--- src/hdl/dwd_pkg.sv ---
// constants and types for the dac input word decoder
package dwd_pkg;

  // ********************************************************
  // frame layout
  // ********************************************************
  localparam int unsigned DATA_W         = 16;
  localparam int unsigned NUM_CH         = 4;
  localparam int unsigned CH_IDX_W       = 2;
  localparam int unsigned SHIFT_W        = 32;
  localparam int unsigned BITCNT_W       = 6;
  localparam logic [5:0]  FRAME_BITS     = 6'h18;
  localparam logic [5:0]  FRAME_BITS_PEC = 6'h20;
  localparam logic [5:0]  BITCNT_MAX     = 6'h3f;
  localparam int unsigned FRAME_LSB      = 0;
  localparam int unsigned FRAME_LSB_PEC  = 8;

  // ********************************************************
  // register-select codes
  // ********************************************************
  localparam logic [2:0] SEL_OUTPUT_CODE = 3'h0;
  localparam logic [2:0] SEL_GAIN_ONE    = 3'h2;
  localparam logic [2:0] SEL_GAIN_ALL    = 3'h3;
  localparam logic [2:0] SEL_OFFSET_ONE  = 3'h4;
  localparam logic [2:0] SEL_OFFSET_ALL  = 3'h5;
  localparam logic [2:0] SEL_CLEAR_CODE  = 3'h6;
  localparam logic [2:0] SEL_CONTROL     = 3'h7;
  localparam logic       ACCESS_WRITE    = 1'b0;

  // ********************************************************
  // reset values
  // ********************************************************
  localparam logic [15:0] RST_OUTPUT_CODE = 16'h0000;
  localparam logic [15:0] RST_GAIN_TRIM   = 16'hffff;
  localparam logic [15:0] RST_OFFSET_TRIM = 16'h8000;
  localparam logic [15:0] RST_CLEAR_VALUE = 16'h0000;
  localparam logic [15:0] OFFSET_ZERO     = 16'h8000;

  // ********************************************************
  // types
  // ********************************************************
  typedef struct packed {
    logic       read_not_write;
    logic [1:0] device_select;
    logic [2:0] register_select;
    logic [1:0] channel_select;
  } dwd_header_t;

  typedef struct packed {
    dwd_header_t header;
    logic [15:0] payload;
  } dwd_frame_t;

  typedef enum logic [2:0] {
    ST_IDLE   = 3'b001,
    ST_SHIFT  = 3'b010,
    ST_COMMIT = 3'b100
  } dwd_state_t;

endpackage

--- src/hdl/dwd_sync2.sv ---
// two flip-flop synchroniser for pin inputs
`timescale 1ns/1ps
module dwd_sync2 #(
  parameter int unsigned     WIDTH   = 1,
  parameter logic [WIDTH-1:0] RST_VAL = '0
) (
  // clock and reset
  input  wire logic             i_clock,
  input  wire logic             i_rst_n,
  // pins in, synchronised out
  input  wire logic [WIDTH-1:0] i_async,
  output logic      [WIDTH-1:0] o_sync
);

  logic [WIDTH-1:0] meta_r;
  logic [WIDTH-1:0] sync_r;

  // first stage feeds only the second stage
  always_ff @(posedge i_clock)
  begin
    if (!i_rst_n)
    begin
      meta_r <= RST_VAL;
      sync_r <= RST_VAL;
    end
    else
    begin
      meta_r <= i_async;
      sync_r <= meta_r;
    end
  end

  assign o_sync = sync_r;

endmodule

--- src/hdl/dwd_decoder.sv ---
// serial input word decoder writing per-channel code, trim and clear registers
// Contract
// RL1 - frame is 24 bits, 32 with check
// RL2 - top bit selects read or write
// RL3 - act only when device bits match straps
// RL4 - code 000 writes one channel's output code
// RL5 - code 110 writes one clear value
// RL6 - code 111 goes to control group
// RL7 - channel field picks A to D
// RL8 - header above, 16-bit payload below
// RL9 - code 010 writes one gain trim
// RL10 - code 011 writes all gain trims
// RL11 - gain trim is straight binary
// RL12 - gain trim resets to all ones
// RL13 - host keeps gain trim near half range; the bench broadcasts a gain trim of 0000
// RL14 - code 100 writes one offset trim
// RL15 - code 101 writes all offset trims
// RL16 - offset resets mid-scale, signed is code minus mid
// RL17 - clear value loads channel on clear
// RL18 - clear value resets to zero
// RL19 - per channel clear enable
// RL20 - foreign device frame changes nothing
// RL21 - only complete framed frames write
`timescale 1ns/1ps
module dwd_decoder
  import dwd_pkg::*;
#(
  parameter int unsigned CHANNELS = dwd_pkg::NUM_CH
) (
  // clock and reset
  input  wire logic                              i_clock,
  input  wire logic                              i_rst_n,
  // serial link pins
  input  wire logic                              i_serial_clock,
  input  wire logic                              i_frame_sync_n,
  input  wire logic                              i_serial_data,
  // strap and clear pins
  input  wire logic                              i_strap_pin_high,
  input  wire logic                              i_strap_pin_low,
  input  wire logic                              i_clear,
  // configuration from control logic
  input  wire logic                              i_packet_error_check_en,
  input  wire logic [CHANNELS-1:0]               i_clear_enable,
  // per-channel register contents
  output logic      [CHANNELS-1:0][DATA_W-1:0]   o_channel_output_code,
  output logic      [CHANNELS-1:0][DATA_W-1:0]   o_channel_gain_trim,
  output logic      [CHANNELS-1:0][DATA_W-1:0]   o_channel_offset_trim,
  output logic      [CHANNELS-1:0][DATA_W-1:0]   o_channel_offset_signed,
  output logic      [CHANNELS-1:0][DATA_W-1:0]   o_channel_clear_value,
  // control group hand-off
  output logic                                   o_control_valid,
  output dwd_pkg::dwd_frame_t                    o_control_frame
);

  // ********************************************************
  // pin synchronisers
  // ********************************************************
  logic [4:0] pins_sync;
  logic       sclk_s;
  logic       sync_n_s;
  logic       sdata_s;
  logic [1:0] strap_s;
  logic       clear_s;
  // sync_n (bit 3) idles high so a reset does not fake a frame start
  dwd_sync2 #(
    .WIDTH   (5),
    .RST_VAL (5'h08)
  ) u_pin_sync (
    .i_clock (i_clock),
    .i_rst_n (i_rst_n),
    .i_async ({i_serial_clock, i_frame_sync_n, i_serial_data,
               i_strap_pin_high, i_strap_pin_low}),
    .o_sync  (pins_sync)
  );
  dwd_sync2 #(
    .WIDTH   (1),
    .RST_VAL (1'b0)
  ) u_clear_sync (
    .i_clock (i_clock),
    .i_rst_n (i_rst_n),
    .i_async (i_clear),
    .o_sync  (clear_s)
  );
  assign sclk_s   = pins_sync[4];
  assign sync_n_s = pins_sync[3];
  assign sdata_s  = pins_sync[2];
  assign strap_s  = pins_sync[1:0];

  // ********************************************************
  // edge detection
  // ********************************************************
  logic sclk_prev_r;
  logic sclk_prev_nxt;
  logic sync_prev_r;
  logic sync_prev_nxt;
  logic sclk_fall;
  logic sync_fall;
  logic sync_rise;
  always_comb
  begin
    sclk_prev_nxt = sclk_s;
    sync_prev_nxt = sync_n_s;
  end
  always_ff @(posedge i_clock)
  begin
    if (!i_rst_n)
    begin
      sclk_prev_r <= 1'b0;
      sync_prev_r <= 1'b1;
    end
    else
    begin
      sclk_prev_r <= sclk_prev_nxt;
      sync_prev_r <= sync_prev_nxt;
    end
  end
  // data is taken on the falling serial clock edge
  assign sclk_fall = sclk_prev_r & ~sclk_s;
  assign sync_fall = sync_prev_r & ~sync_n_s;
  assign sync_rise = ~sync_prev_r & sync_n_s;

  // ********************************************************
  // frame shifter and state
  // ********************************************************
  dwd_state_t           state_r;
  dwd_state_t           state_nxt;
  logic [SHIFT_W-1:0]   shift_r;
  logic [SHIFT_W-1:0]   shift_nxt;
  logic [BITCNT_W-1:0]  bitcnt_r;
  logic [BITCNT_W-1:0]  bitcnt_nxt;
  logic [BITCNT_W-1:0]  frame_len;
  dwd_frame_t           frame;
  logic                 frame_ok;
  // RL1 frame length select
  assign frame_len = i_packet_error_check_en ? FRAME_BITS_PEC : FRAME_BITS;
  // RL8 header and payload split
  // check byte trails the word and is dropped
  assign frame = i_packet_error_check_en ? dwd_frame_t'(shift_r[FRAME_LSB_PEC +: 24])
                                         : dwd_frame_t'(shift_r[FRAME_LSB +: 24]);
  // RL21 exact length only
  assign frame_ok = (bitcnt_r == frame_len);
  always_comb
  begin
    state_nxt  = state_r;
    shift_nxt  = shift_r;
    bitcnt_nxt = bitcnt_r;
    case (state_r)
      ST_IDLE:
      begin
        if (sync_fall)
        begin
          state_nxt  = ST_SHIFT;
          bitcnt_nxt = '0;
        end
      end
      ST_SHIFT:
      begin
        if (sync_rise)
        begin
          // RL21 partial frame dropped
          state_nxt = frame_ok ? ST_COMMIT : ST_IDLE;
        end
        else if (sclk_fall)
        begin
          shift_nxt = {shift_r[SHIFT_W-2:0], sdata_s};
          if (bitcnt_r != BITCNT_MAX)
          begin
            bitcnt_nxt = bitcnt_r + 6'h01;
          end
        end
      end
      // commit lasts one cycle; stray codes recover the same way
      default:
      begin
        state_nxt = ST_IDLE;
      end
    endcase
  end

  always_ff @(posedge i_clock)
  begin
    if (!i_rst_n)
    begin
      state_r  <= ST_IDLE;
      shift_r  <= '0;
      bitcnt_r <= '0;
    end
    else
    begin
      state_r  <= state_nxt;
      shift_r  <= shift_nxt;
      bitcnt_r <= bitcnt_nxt;
    end
  end

  // ********************************************************
  // header decode
  // ********************************************************
  logic commit;
  logic wr_ok;
  logic wr_output;
  logic wr_gain_one;
  logic wr_gain_all;
  logic wr_offset_one;
  logic wr_offset_all;
  logic wr_clear;
  logic wr_control;
  // RL3 strap match
  // RL20 foreign frames ignored
  // RL2 reads not served here
  assign commit = (state_r == ST_COMMIT);
  assign wr_ok  = commit
                  && (frame.header.device_select == strap_s)
                  && (frame.header.read_not_write == ACCESS_WRITE);
  always_comb
  begin
    wr_output     = 1'b0;
    wr_gain_one   = 1'b0;
    wr_gain_all   = 1'b0;
    wr_offset_one = 1'b0;
    wr_offset_all = 1'b0;
    wr_clear      = 1'b0;
    wr_control    = 1'b0;
    if (frame.header.register_select == SEL_OUTPUT_CODE)
    begin
      wr_output = wr_ok;
    end
    else if (frame.header.register_select == SEL_GAIN_ONE)
    begin
      wr_gain_one = wr_ok;
    end
    else if (frame.header.register_select == SEL_GAIN_ALL)
    begin
      wr_gain_all = wr_ok;
    end
    else if (frame.header.register_select == SEL_OFFSET_ONE)
    begin
      wr_offset_one = wr_ok;
    end
    else if (frame.header.register_select == SEL_OFFSET_ALL)
    begin
      wr_offset_all = wr_ok;
    end
    else if (frame.header.register_select == SEL_CLEAR_CODE)
    begin
      wr_clear = wr_ok;
    end
    else if (frame.header.register_select == SEL_CONTROL)
    begin
      wr_control = wr_ok;
    end
  end

  // ********************************************************
  // control group hand-off
  // ********************************************************
  logic       ctrl_valid_r;
  logic       ctrl_valid_nxt;
  dwd_frame_t ctrl_frame_r;
  dwd_frame_t ctrl_frame_nxt;
  // RL6 control frames forwarded
  always_comb
  begin
    ctrl_valid_nxt = wr_control;
    ctrl_frame_nxt = wr_control ? frame : ctrl_frame_r;
  end
  always_ff @(posedge i_clock)
  begin
    if (!i_rst_n)
    begin
      ctrl_valid_r <= 1'b0;
      ctrl_frame_r <= '0;
    end
    else
    begin
      ctrl_valid_r <= ctrl_valid_nxt;
      ctrl_frame_r <= ctrl_frame_nxt;
    end
  end
  assign o_control_valid = ctrl_valid_r;
  assign o_control_frame = ctrl_frame_r;

  // ********************************************************
  // per-channel registers
  // ********************************************************
    for (genvar ch = 0; ch < CHANNELS; ch++)
    begin : g_ch
      logic [DATA_W-1:0] code_r;
      logic [DATA_W-1:0] code_nxt;
      logic [DATA_W-1:0] gain_r;
      logic [DATA_W-1:0] gain_nxt;
      logic [DATA_W-1:0] offset_r;
      logic [DATA_W-1:0] offset_nxt;
      logic [DATA_W-1:0] clear_r;
      logic [DATA_W-1:0] clear_nxt;
      logic              hit;

      // RL7 channel select
      assign hit = (frame.header.channel_select == CH_IDX_W'(ch));

      always_comb
      begin
        code_nxt   = code_r;
        gain_nxt   = gain_r;
        offset_nxt = offset_r;
        clear_nxt  = clear_r;
        // RL4 output code write
        if (wr_output && hit)
        begin
          code_nxt = frame.payload;
        end
        // RL9 single gain write
        // RL10 broadcast gain write
        // RL11 stored as straight binary
        if ((wr_gain_one && hit) || wr_gain_all)
        begin
          gain_nxt = frame.payload;
        end
        // RL14 single offset write
        // RL15 broadcast offset write
        if ((wr_offset_one && hit) || wr_offset_all)
        begin
          offset_nxt = frame.payload;
        end
        // RL5 clear value write
        if (wr_clear && hit)
        begin
          clear_nxt = frame.payload;
        end
        // RL17 clear loads channel
        // RL19 only enabled channels
        // clear wins over a same-cycle code write, as the pin overrides
        if (clear_s && i_clear_enable[ch])
        begin
          code_nxt = clear_r;
        end
      end

      // RL12 gain resets full scale
      // RL16 offset resets mid-scale
      // RL18 clear value resets zero
      always_ff @(posedge i_clock)
      begin
        if (!i_rst_n)
        begin
          code_r   <= RST_OUTPUT_CODE;
          gain_r   <= RST_GAIN_TRIM;
          offset_r <= RST_OFFSET_TRIM;
          clear_r  <= RST_CLEAR_VALUE;
        end
        else
        begin
          code_r   <= code_nxt;
          gain_r   <= gain_nxt;
          offset_r <= offset_nxt;
          clear_r  <= clear_nxt;
        end
      end

      assign o_channel_output_code[ch] = code_r;
      assign o_channel_gain_trim[ch]   = gain_r;
      assign o_channel_offset_trim[ch] = offset_r;
      assign o_channel_clear_value[ch] = clear_r;
      // RL16 signed offset view
      // two's complement wrap gives code minus mid-scale
      assign o_channel_offset_signed[ch] = offset_r - OFFSET_ZERO;
    end

endmodule

--- config.mk ---
export PLATFORM = sky130hd
export DESIGN_NAME = dwd_decoder
export DESIGN_NICKNAME = d
export VERILOG_FILES = /design/src/hdl/dwd_pkg.sv /design/src/hdl/dwd_sync2.sv /design/src/hdl/dwd_decoder.sv
export SDC_FILE = /design/constraint.sdc
export NUM_CORES = 1
export LEC_CHECK = 0
export BUFFER_PORTS_ARGS = -buffer_cell sky130_fd_sc_hd__buf_2
export CORE_MARGIN = 8
export CORE_UTILIZATION = 55
export CTS_CLUSTER_DIAMETER = 80
export DETAILED_ROUTE_END_ITERATION = 16
export PLACE_DENSITY = 0.86
export SLEW_MARGIN = 10
export SYNTH_ARGS = -nofsm -noshare
export SYNTH_HDL_FRONTEND = slang
export SYNTH_HIERARCHICAL = 1
export SYNTH_SLANG_ARGS = --single-unit
--- constraint.sdc ---
create_clock -name i_clock -period 4.37 [get_ports i_clock]
set_clock_uncertainty 0.15 [all_clocks]
set_input_delay 0.2185 -clock i_clock [delete_from_list [all_inputs] [get_ports i_clock]]
set_output_delay 0.2185 -clock i_clock [all_outputs]
set_load 0.02 [all_outputs]
[Word-level counts from Yosys, hierarchy flattened]
Cells that the tools add are included.
Operators by class
  multiplexer cells: 47
  equality and inequality tests: 20
  add/sub/neg operators: 5
  bitwise gates (word level): 8
  reduce and logical (&&, ||, !) cells: 40
Operator list (number)
  two-way mux 16 bit: 8
  subtractor 16 bit (second input constant): 4
  two-way mux 6 bit: 5
  two-way mux 1 bit: 28
  two-way mux 24 bit: 1
  logical AND 1 bit: 22
  == test 3 bit (second input constant): 5
  case mux 6 bit (2 select lines): 1
  inequality test 2 bit (second input constant): 5
  nonzero test 2 bit: 5
  == test 3 x 2 -> 1 bit (second input constant): 3
  two-way mux 3 bit: 3
  logical OR 1 bit: 8
  adder 6 x 1 -> 6 bit (second input constant): 1
  == test 6 bit: 1
  inequality test 6 bit (second input constant): 1
  case mux 3 bit (2 select lines): 1
  inverter 1 bit: 5
  AND reduction 5 bit: 1
  == test 2 bit (second input constant): 2
  bitwise AND 1 bit: 3
  == test 3 x 1 -> 1 bit (second input constant): 1
  zero test 3 bit: 1
  AND reduction 3 bit: 1
  other kinds (4): 4
Storage, ports and cells
  input bits: 13
  output and inout port bits: 345
  word-level logic and storage cells: 151
  register bits: 336

[Logic depth before layout (Yosys ltp)]
Gate-level depths: netlist of the first run.
  word-level depth: 11
  mapped depth: 9
  mapped depth without buffers: 6

[Modules after synthesis]
Netlist of the first run, hierarchy kept.
Modules (own cells, without submodules)
  dwd_decoder: cells each 1440, times used 1, area an instance 13691.9 um2, sequential area each 6486.2 um2
  dwd_sync2 at u_pin_sync: cells each 20, times used 1, area an instance 262.8 um2, sequential area each 200.2 um2
  dwd_sync2 at u_clear_sync: cells each 4, times used 1, area an instance 52.6 um2, sequential area each 40.0 um2

[Worst setup path before layout of the first run]
No wires, ideal clock.
  path type: input to register
  start: input i_packet_error_check_en
  end: register g_ch[2].clear_r[10]
  path buffers: 2
  setup time: 0.128 ns
  path slack: 2.094 ns
  data arrival time: 1.999 ns
  cell stages on the path: 7
  required time: 4.092 ns
  cells stage by stage: buf_6 -> mux2i_1 -> o211ai_1 -> nor4_4 -> buf_6 -> mux2i_1 -> nor2_1
On the way
  cells in the longest elaborated chain, start to end: 11
  elaborated cells on any way between the ends: 19
  classes of those cells: eq/ne (7); mux (7); bitwise (1); reduce/logical (4)
RTL lines
  start, declared: line dwd_decoder.sv:42  | input wire logic i_packet_error_check_en,
  two-way mux 24 bit *: line dwd_decoder.sv:138  | assign frame = i_packet_error_check_en ? dwd_frame_t'(shift_r[FRAME_LSB_PEC +: 24])
  == test 2 bit: line dwd_decoder.sv:213  | && (frame.header.device_select == strap_s)
  logical AND 1 bit: line dwd_decoder.sv:213
  logical AND 1 bit: line dwd_decoder.sv:214  | && (frame.header.read_not_write == ACCESS_WRITE);
  two-way mux 1 bit: line dwd_decoder.sv:244  | else if (frame.header.register_select == SEL_CLEAR_CODE)
  two-way mux 1 bit: line dwd_decoder.sv:240  | else if (frame.header.register_select == SEL_OFFSET_ALL)
  two-way mux 1 bit: line dwd_decoder.sv:236  | else if (frame.header.register_select == SEL_OFFSET_ONE)
  two-way mux 1 bit: line dwd_decoder.sv:232  | else if (frame.header.register_select == SEL_GAIN_ALL)
  two-way mux 1 bit: line dwd_decoder.sv:228  | else if (frame.header.register_select == SEL_GAIN_ONE)
  two-way mux 1 bit: line dwd_decoder.sv:224  | if (frame.header.register_select == SEL_OUTPUT_CODE)
  logical AND 1 bit: line dwd_decoder.sv:326  | if (wr_clear && hit)
  end signal, assigned: line dwd_decoder.sv:356  | clear_r <= clear_nxt;
  end, declared: line dwd_decoder.sv:294  | logic [DATA_W-1:0] clear_r;
Mark *: on every way between the ends. The rest lies on a longest branch, timed or not.
A chain may end at the register's enable or synchronous reset.

[Worst setup path in the final report of the first run]
  start: register state_r[2]
  end: register g_ch[0].code_r[15]
On the way
  cells in the longest elaborated chain, start to end: 6
RTL lines
  start, declared: line dwd_decoder.sv:125  | dwd_state_t state_r;
  start signal, assigned: line dwd_decoder.sv:190  | state_r <= state_nxt;
  == test 3 bit: line dwd_decoder.sv:211  | assign commit = (state_r == ST_COMMIT);
  logical AND 1 bit: line dwd_decoder.sv:213
  logical AND 1 bit: line dwd_decoder.sv:214
  two-way mux 1 bit: line dwd_decoder.sv:224
  logical AND 1 bit: line dwd_decoder.sv:308  | if (wr_output && hit)
  nonzero test 2 bit (no source line)
  end signal, assigned: line dwd_decoder.sv:353  | code_r <= code_nxt;
  end, declared: line dwd_decoder.sv:288  | logic [DATA_W-1:0] code_r;
No other way between the ends.

==> results of run 1 <==
worst min path at each step:
stage | depth (start not counted) | end | slack [ps] | startpoint
finish | 5 | g_ch[0].code_r[5] | 180 | i_clear_enable[0]
global route | 5 | g_ch[0].code_r[9] | 220 | i_clear_enable[0]
CTS | 5 | g_ch[0].code_r[5] | 160 | i_clear_enable[0]
detailed placement | 1 | u_pin_sync/o_sync[3] | 250 | u_pin_sync/meta_r[3]
global placement | 1 | u_pin_sync/o_sync[3] | 250 | u_pin_sync/meta_r[3]
floorplan | 1 | u_pin_sync/meta_r[3] | 140 | i_rst_n
kinds of logic (layout without fill, tap and decap cells):
family	after synthesis	count (layout)	synth area share
AND/OR/NAND/NOR	510	510	0.164
flip-flops	336	336	0.480
AO/OA/AOI/OAI	171	171	0.0855
buffers and inverters	178	453	0.0716
adder cells (fa/ha/maj)	2	2	0.00179
XOR/XNOR	4	4	0.00518
multiplexers	263	263	0.192
layer usage:
metal	part of all wire	global-route usage
met3	0.092	0.0616
met4	0.040	0.112
met2	0.47	0.439
met5	0	0
met1	0.40	0.322
cell type report:
cell class | instances | area share
clock buffers | 51 | 0.0634
clock inverters | 11 | 0.0102
inverters | 11 | 0.00277
multi-input cells | 950 | 0.377
flip-flops and latches | 336 | 0.403
well taps | 330 | 0.0247
repair buffers | 380 | 0.119
critical path, cell delays in order (launching register included):
cell,delay (ps)
dfxtp_1,620
nor3b_2,550
and3_1,300
and4_2,510
buf_4,420
a21oi_1,140
o31ai_1,260
timing repair:
item,CTS,global route
setup endpoints to repair,0,0
hold buffers,10,0
buffers inserted,0,0
endpoints found under the hold margin,14,0
cell usage after synthesis, types with 3 or more instances:
master	number	area (sq um)
or2_2	5	31.3
inv_1	11	41.3
a211oi_1	4	30.0
a21oi_1	72	360
mux2i_1	243	2430
nor3_1	70	350
mux2_2	17	191
nor4_4	5	106
o211ai_1	4	30.0
and3b_1	6	52.6
clkbuf_1	77	289
and2_1	12	75.1
a31oi_4	4	85.1
o21ai_0	8	40.0
buf_4	66	495
a41oi_4	3	82.6
dfxtp_1	336	6730
nor3b_1	8	60.1
nand2_1	152	571
nand2b_1	7	43.8
nor2_1	219	822
o31ai_1	69	518
buf_6	9	101
nand3_1	6	30.0
buf_2	14	70.1
or4_1	4	30.0
and3_1	5	31.3
sequential cells by signal, summed over array words and instances, names as in the netlist, 3 cells and up:
register,count
state_r,3
g_ch.code_r,64
u_pin_sync/o_sync,5
u_pin_sync/meta_r,5
shift_r,32
g_ch.offset_r,64
o_control_frame,24
g_ch.clear_r,64
g_ch.gain_r,64
bitcnt_r,6
power groups by stage:
stage / clock, mW / combinational (mW) / sequential, mW
after floorplan: 0 / 0.182 / 3.18
after global placement: 0 / 0.236 / 3.18
after detailed placement: 0 / 0.243 / 3.18
after CTS: 3.17 / 0.252 / 3.11
after global routing: 3.31 / 0.274 / 3.12
final: 3.15 / 0.259 / 3.11
through the flow:
| step | hold slack (ps) | setup WS, ps | area, sq um |
|---|---|---|---|
| after CTS | 161 | 1400 | 16700 |
| after global placement | 247 | 1210 | 15400 |
| final | 182 | 1320 | 16700 |
| after global routing | 217 | 1100 | 16700 |
| after detailed placement | 255 | 1070 | 15400 |
| after floorplan | 142 | 2090 | 14000 |
==> summary.md, run 1 <==
| Metric | Value |
|---|---|
| Post-synth ARST share | `0` |
| Tot Pwr | `6.52 mW` |
| Ant diodes | `0` |
| Post-route ant nets | `0` |
| DIE AREA | `30,800 sq um` |
| CTS clk-pin slew, worst paths | `60 ps` |
| Boundary Pins | `358` |
| Max-slew violation count | `0` |
| Die width | `176 microns` |
| Logic pwr share | `0.040` |
| Worst EP arrival | `3320 ps` |
| R2r setup slk | `1320 ps` |
| Number of CTS-inserted buffers | `36` |
| Cell Pwr Density | `391 nW/um^2` |
| Global-route wire length before repair | `65,400 microns` |
| Clock network power share | `0.483` |
| H-tree levels | `2` |
| Cells after DPL | `1,997` |
| Crit Path Max Fanout | `32` |
| Clock tree sinks | `336` |
| Sw Pwr | `1.44 mW` |
| Relative slew slack | `0.192` |
| Synth cell types | `49` |
| Synthesized area | `14,000 sq um` |
| Post-synth EDFFs | `0` |
| Footprint of the multi-input gates | `6290 sq um` |
| Vias in the first global route | `11,600` |
| Worst r2r dst | `g_ch[0].code_r[15]` |
| Root buffer cell | `clkbuf_16` |
| DP HPWL | `29,100 microns` |
| Max-cap violation count | `0` |
| Post-Synthesis Cells | `1,464` |
| DR WL/cell | `21.0 microns` |
| CP startpoint | `state_r[2]` |
| Status | `finished clean` |
| Fmax | `0.328 GHz` |
| Final core utilization | `0.665` |
| Initial antenna violation count | `0` |
| Final setup fails | `0` |
| Overflow after GRT | `0` |
| Fillers | `1,907` |
| Fin. Hold Viols | `0` |
| Clk Latency, worst-skew pair | `520 ps` |
| Max VDD drop | `296 uV` |
| DRT iter0 DRCs | `1,033` |
| Total Wirelength | `43,500 microns` |
| Final Critical Period | `3050 ps` |
| Synth warnings | `6` |
| Synth-to-Final Area Change | `19.2%` |
| Worst Setup EP | `g_ch[0].code_r[15]` |
| Largest net degree at the start of global routing | `111` |
| Most used cells in the layout excluding fill and tap cells | `buf_2 (356), dfxtp_1 (336), mux2i_1 (243)` |
| Via/cell ratio | `5.75` |
| Final Cycle Share | `0.698` |
| Synth Flop Type | `dfxtp_1` |
| Register Area | `6730 sq um` |
| Pint | `5.08 mW` |
| Gr usage total | `0.264` |
| RSZ-0062 raised after global routing | `no` |
| Starting Density | `0.558` |
| Row cnt | `58` |
| Fin cells | `2,069` |
| DRC viols | `0` |
| Sequential share of power | `0.477` |
| Worst hold path class | `primary input to register` |
| Seq cells post-synth | `336` |
| Required @ worst endpoint | `4640 ps` |
| Resize count post-CTS | `0` |
| Syn avg cell area | `9.57 sq um` |
| I/O Buffers | `357` |
| Final Wtd Congestion | `0.857` |
| Reg2reg start | `state_r[2]` |
| Crit Path Class | `register to register` |
| Clock buffer depth | `3` |
| Via count | `11,900` |
| Leak | `7.60 nW` |
| Worst r2r path cells | `6` |
| Crit start category | `register` |
| CTS tree | `done` |
| Slew of the pin with the lowest slew margin | `1210 ps` |
| DR pass1 iterations | `5` |
| NumNets Final | `1,730` |
| Seq/Total Area, Yosys | `0.480` |
| Switching Share | `0.221` |
| Most common library cell in the layout ignoring fill and taps | `buf_2` |
| Syn Nets | `1,479` |
| Sum Neg Setup Slack | `0 ps` |
| Die H | `176 microns` |
| Critical path endpoint category | `register` |
| Layout cell share with drive strength beyond 1 | `0.272` |
| Core area | `25,100 sq um` |
Power figures use the tool's default switching activity.
==> inputs of run 2 (changes only) <==
--- a/config.mk
+++ b/config.mk
@@ -5,12 +5,13 @@
 export SDC_FILE = /design/constraint.sdc
 export NUM_CORES = 1
 export LEC_CHECK = 0
+export ABC_AREA = 1
 export BUFFER_PORTS_ARGS = -buffer_cell sky130_fd_sc_hd__buf_2
 export CORE_MARGIN = 8
-export CORE_UTILIZATION = 55
+export CORE_UTILIZATION = 48
 export CTS_CLUSTER_DIAMETER = 80
 export DETAILED_ROUTE_END_ITERATION = 16
-export PLACE_DENSITY = 0.86
+export PLACE_DENSITY = 0.8
 export SLEW_MARGIN = 10
 export SYNTH_ARGS = -nofsm -noshare
 export SYNTH_HDL_FRONTEND = slang
==> constraint.sdc (replaced) <==
create_clock -name i_clock -period 2.65 [get_ports i_clock]
set_clock_uncertainty 0.15 [all_clocks]
set_input_delay 0.1325 -clock i_clock [delete_from_list [all_inputs] [get_ports i_clock]]
set_output_delay 0.1325 -clock i_clock [all_outputs]
set_load 0.02 [all_outputs]
==> summary.md, run 2 <==
| Metric | Value |
|---|---|
| Status | `finished clean` |
| Boundary Pins | `358` |
| Clock buffer depth | `3` |
| Fin. Hold Viols | `0` |
| Syn Nets | `1,979` |
| Die width | `190 microns` |
| Hold slack | `65.3 ps` |
| Area contributors post-synth | `dfxtp_1 (46%), nand2_1 (12%), a21oi_1 (6.5%)` |
| Critical-path cell list | `dlygate4sd3_1 > buf_2 > inv_2 > nand2_1 > nand2_1 > nand2_1 > nand2_1 > nor2_4 > buf_4 > nand3_2 > nand2_2 > nand2_1 > nand3_1` |
| Most Frequent Cell on Critical Path | `nand2_1` |
| DRC viols | `0` |
| Total Wirelength | `51,700 microns` |
| Seq cells post-synth | `336` |
| Pint | `8.54 mW` |
| Switching Share | `0.245` |
| H-tree levels | `2` |
| Synthesized area | `14,500 sq um` |
| Fillers | `2,763` |
| Post-route ant nets | `0` |
| Vias in the first global route | `13,600` |
| Row cnt | `63` |
| DP HPWL | `35,200 microns` |
| Cell Pwr Density | `648 nW/um^2` |
| CP Buf/Inv Count | `4` |
| Synth cell types | `32` |
| Starting Density | `0.488` |
| Tot Pwr | `11.3 mW` |
| Die H | `190 microns` |
| CTS tree | `done` |
| Pre-CTS WS | `316 ps` |
| Core area | `29,700 sq um` |
| Final instance area | `17,400 sq um` |
| Most frequent cell after synthesis | `nand2_1` |
| Final setup fails | `0` |
| Max-slew violation count | `0` |
| Relative slew slack | `0.331` |
| DR pass1 iterations | `6` |
| Post-DP Area | `16,200 sq um` |
| Post-synth EDFFs | `0` |
| Resize count post-CTS | `0` |
| Number of CTS-inserted buffers | `37` |
| Most used cells in the layout excluding fill and tap cells | `nand2_1 (476), buf_2 (356), dfxtp_1 (336)` |
| Final Wtd Congestion | `0.890` |
| Logic pwr share | `0.082` |
| Most frequent cells after synthesis | `nand2_1 (476), dfxtp_1 (336), nor2_1 (215)` |
| Worst path max stage delay | `540 ps` |
| Ant diodes | `0` |
| Final Cycle Share | `0.915` |
| Synth-to-Final Area Change | `20.3%` |
| Critical Path Slowest Stage Cell | `dlygate4sd3_1` |
| Crit Path Max Fanout | `17` |
| Clock network power share | `0.459` |
| Clock tree sinks | `336` |
| Crit start category | `primary input` |
| Worst path depth | `13` |
| Layout cell share with drive strength beyond 1 | `0.233` |
| DIE AREA | `36,000 sq um` |
| RSZ-0062 raised after global routing | `yes` |
| Required @ worst endpoint | `2940 ps` |
| Leak | `8.34 nW` |
| Syn avg cell area | `7.38 sq um` |
| # Post-CTS Setup Buffers | `0` |
| Sequential share of power | `0.459` |
| Via count | `14,500` |
| Final Critical Period | `2430 ps` |
| Gr usage total | `0.272` |
| Synth warnings | `6` |
| Worst EP arrival | `2710 ps` |
| Root buffer cell | `clkbuf_16` |
| Critical path endpoint category | `register` |
| Worst hold path class | `primary input to register` |
| I/O Buffers | `357` |
| Crit Path Class | `primary input to register` |
| Post-Synthesis Cells | `1,964` |
| Area leader, netlist | `dfxtp_1` |
| Clk Latency, worst-skew pair | `530 ps` |
| Max VDD drop | `496 uV` |
| DRT iter0 DRCs | `1,246` |
| Worst r2r path cells | `10` |
| Fmax | `0.412 GHz` |
| Via/cell ratio | `5.50` |
| Final setup margin | `224 ps` |
| Initial antenna violation count | `1` |
| NumNets Final | `2,246` |
| Top cell type's share of synthesized area | `0.464` |
| Hold Crit Depth | `3` |
| Crit path max-delay family | `simple AND/OR/NAND/NOR gates` |
| Synth Flop Type | `dfxtp_1` |
| CTS clk-pin slew, worst paths | `60 ps` |
| Most common library cell in the layout ignoring fill and taps | `nand2_1` |
| Slew of the pin with the lowest slew margin | `993 ps` |
| DR WL/cell | `19.5 microns` |
| Overflow after GRT | `0` |
| Largest net degree at the start of global routing | `162` |
| Post-synth ARST share | `0` |
| Sw Pwr | `2.77 mW` |
| Max-cap violation count | `0` |
| Seq/Total Area, Yosys | `0.464` |
| Global-route wire length before repair | `77,700 microns` |
## run 2: worst paths after layout
check,start,to,slack (ps)
worst min-delay path,i_rst_n,g_ch[0].clear_r[8],70
worst max-delay path,i_packet_error_check_en,g_ch[3].gain_r[2],220
worst min register to register,u_pin_sync/meta_r[3],u_pin_sync/o_sync[3],260
worst max register to register,shift_r[21],g_ch[3].gain_r[2],330
## run 2: timing repair
action	in CTS	in global routing
hold buffers	7	0
endpoints found under the hold margin	8	0
endpoints found under the setup margin	0	1
## run 2: area by class of cell
cell class / instances / area (sq um) / share of cell area
clock buffer: 54 / 1090 / 0.0626
clock inverter: 9 / 124 / 0.00710
inverter: 81 / 304 / 0.0174
multi-input combinational: 1340 / 6300 / 0.361
sequential: 336 / 6730 / 0.386
tap: 390 / 488 / 0.0280
timing repair buffer: 435 / 2410 / 0.138
## run 2: logic make-up after synthesis
group,share of synthesized area
fa+ha+maj,0.00173
xor+xnor,0.00121
flops,0.464
buf+inv,0.103
simple gates,0.320
compound gates,0.111
## run 2: power groups by stage
| stage | clock (mW) | sequential [mW] | combinational [mW] |
|---|---|---|---|
| floorplan | 0 | 5.35 | 0.526 |
| finish | 5.19 | 5.19 | 0.927 |
| global placement | 0 | 5.30 | 0.883 |
| CTS | 5.27 | 5.19 | 0.918 |
| detailed placement | 0 | 5.30 | 0.902 |
| global route | 5.47 | 5.20 | 1.01 |
## run 2: tightest hold or removal path: stages
cell and delay [ps]:
buf_6 100, inv_2 250, a21oi_1 200
## run 2: metal layers
metal  track usage  vias up  share of wire
met5             0        -        0.00025
met4         0.133        2          0.049
met3        0.0694      143           0.11
met2         0.430      804           0.45
met1         0.341     6684           0.40
li1              -     6908              -
## run 2: through the flow
| stage | instances | utilization | TNS, ps |
|---|---|---|---|
| CTS | 2645 | 0.587 | 0 |
| global route | 2645 | 0.587 | -11.5 |
| detailed placement | 2575 | 0.544 | 0 |
| global placement | 2575 | 0.544 | 0 |
| floorplan | 1964 | - | 0 |
| finish | 2645 | 0.587 | 0 |
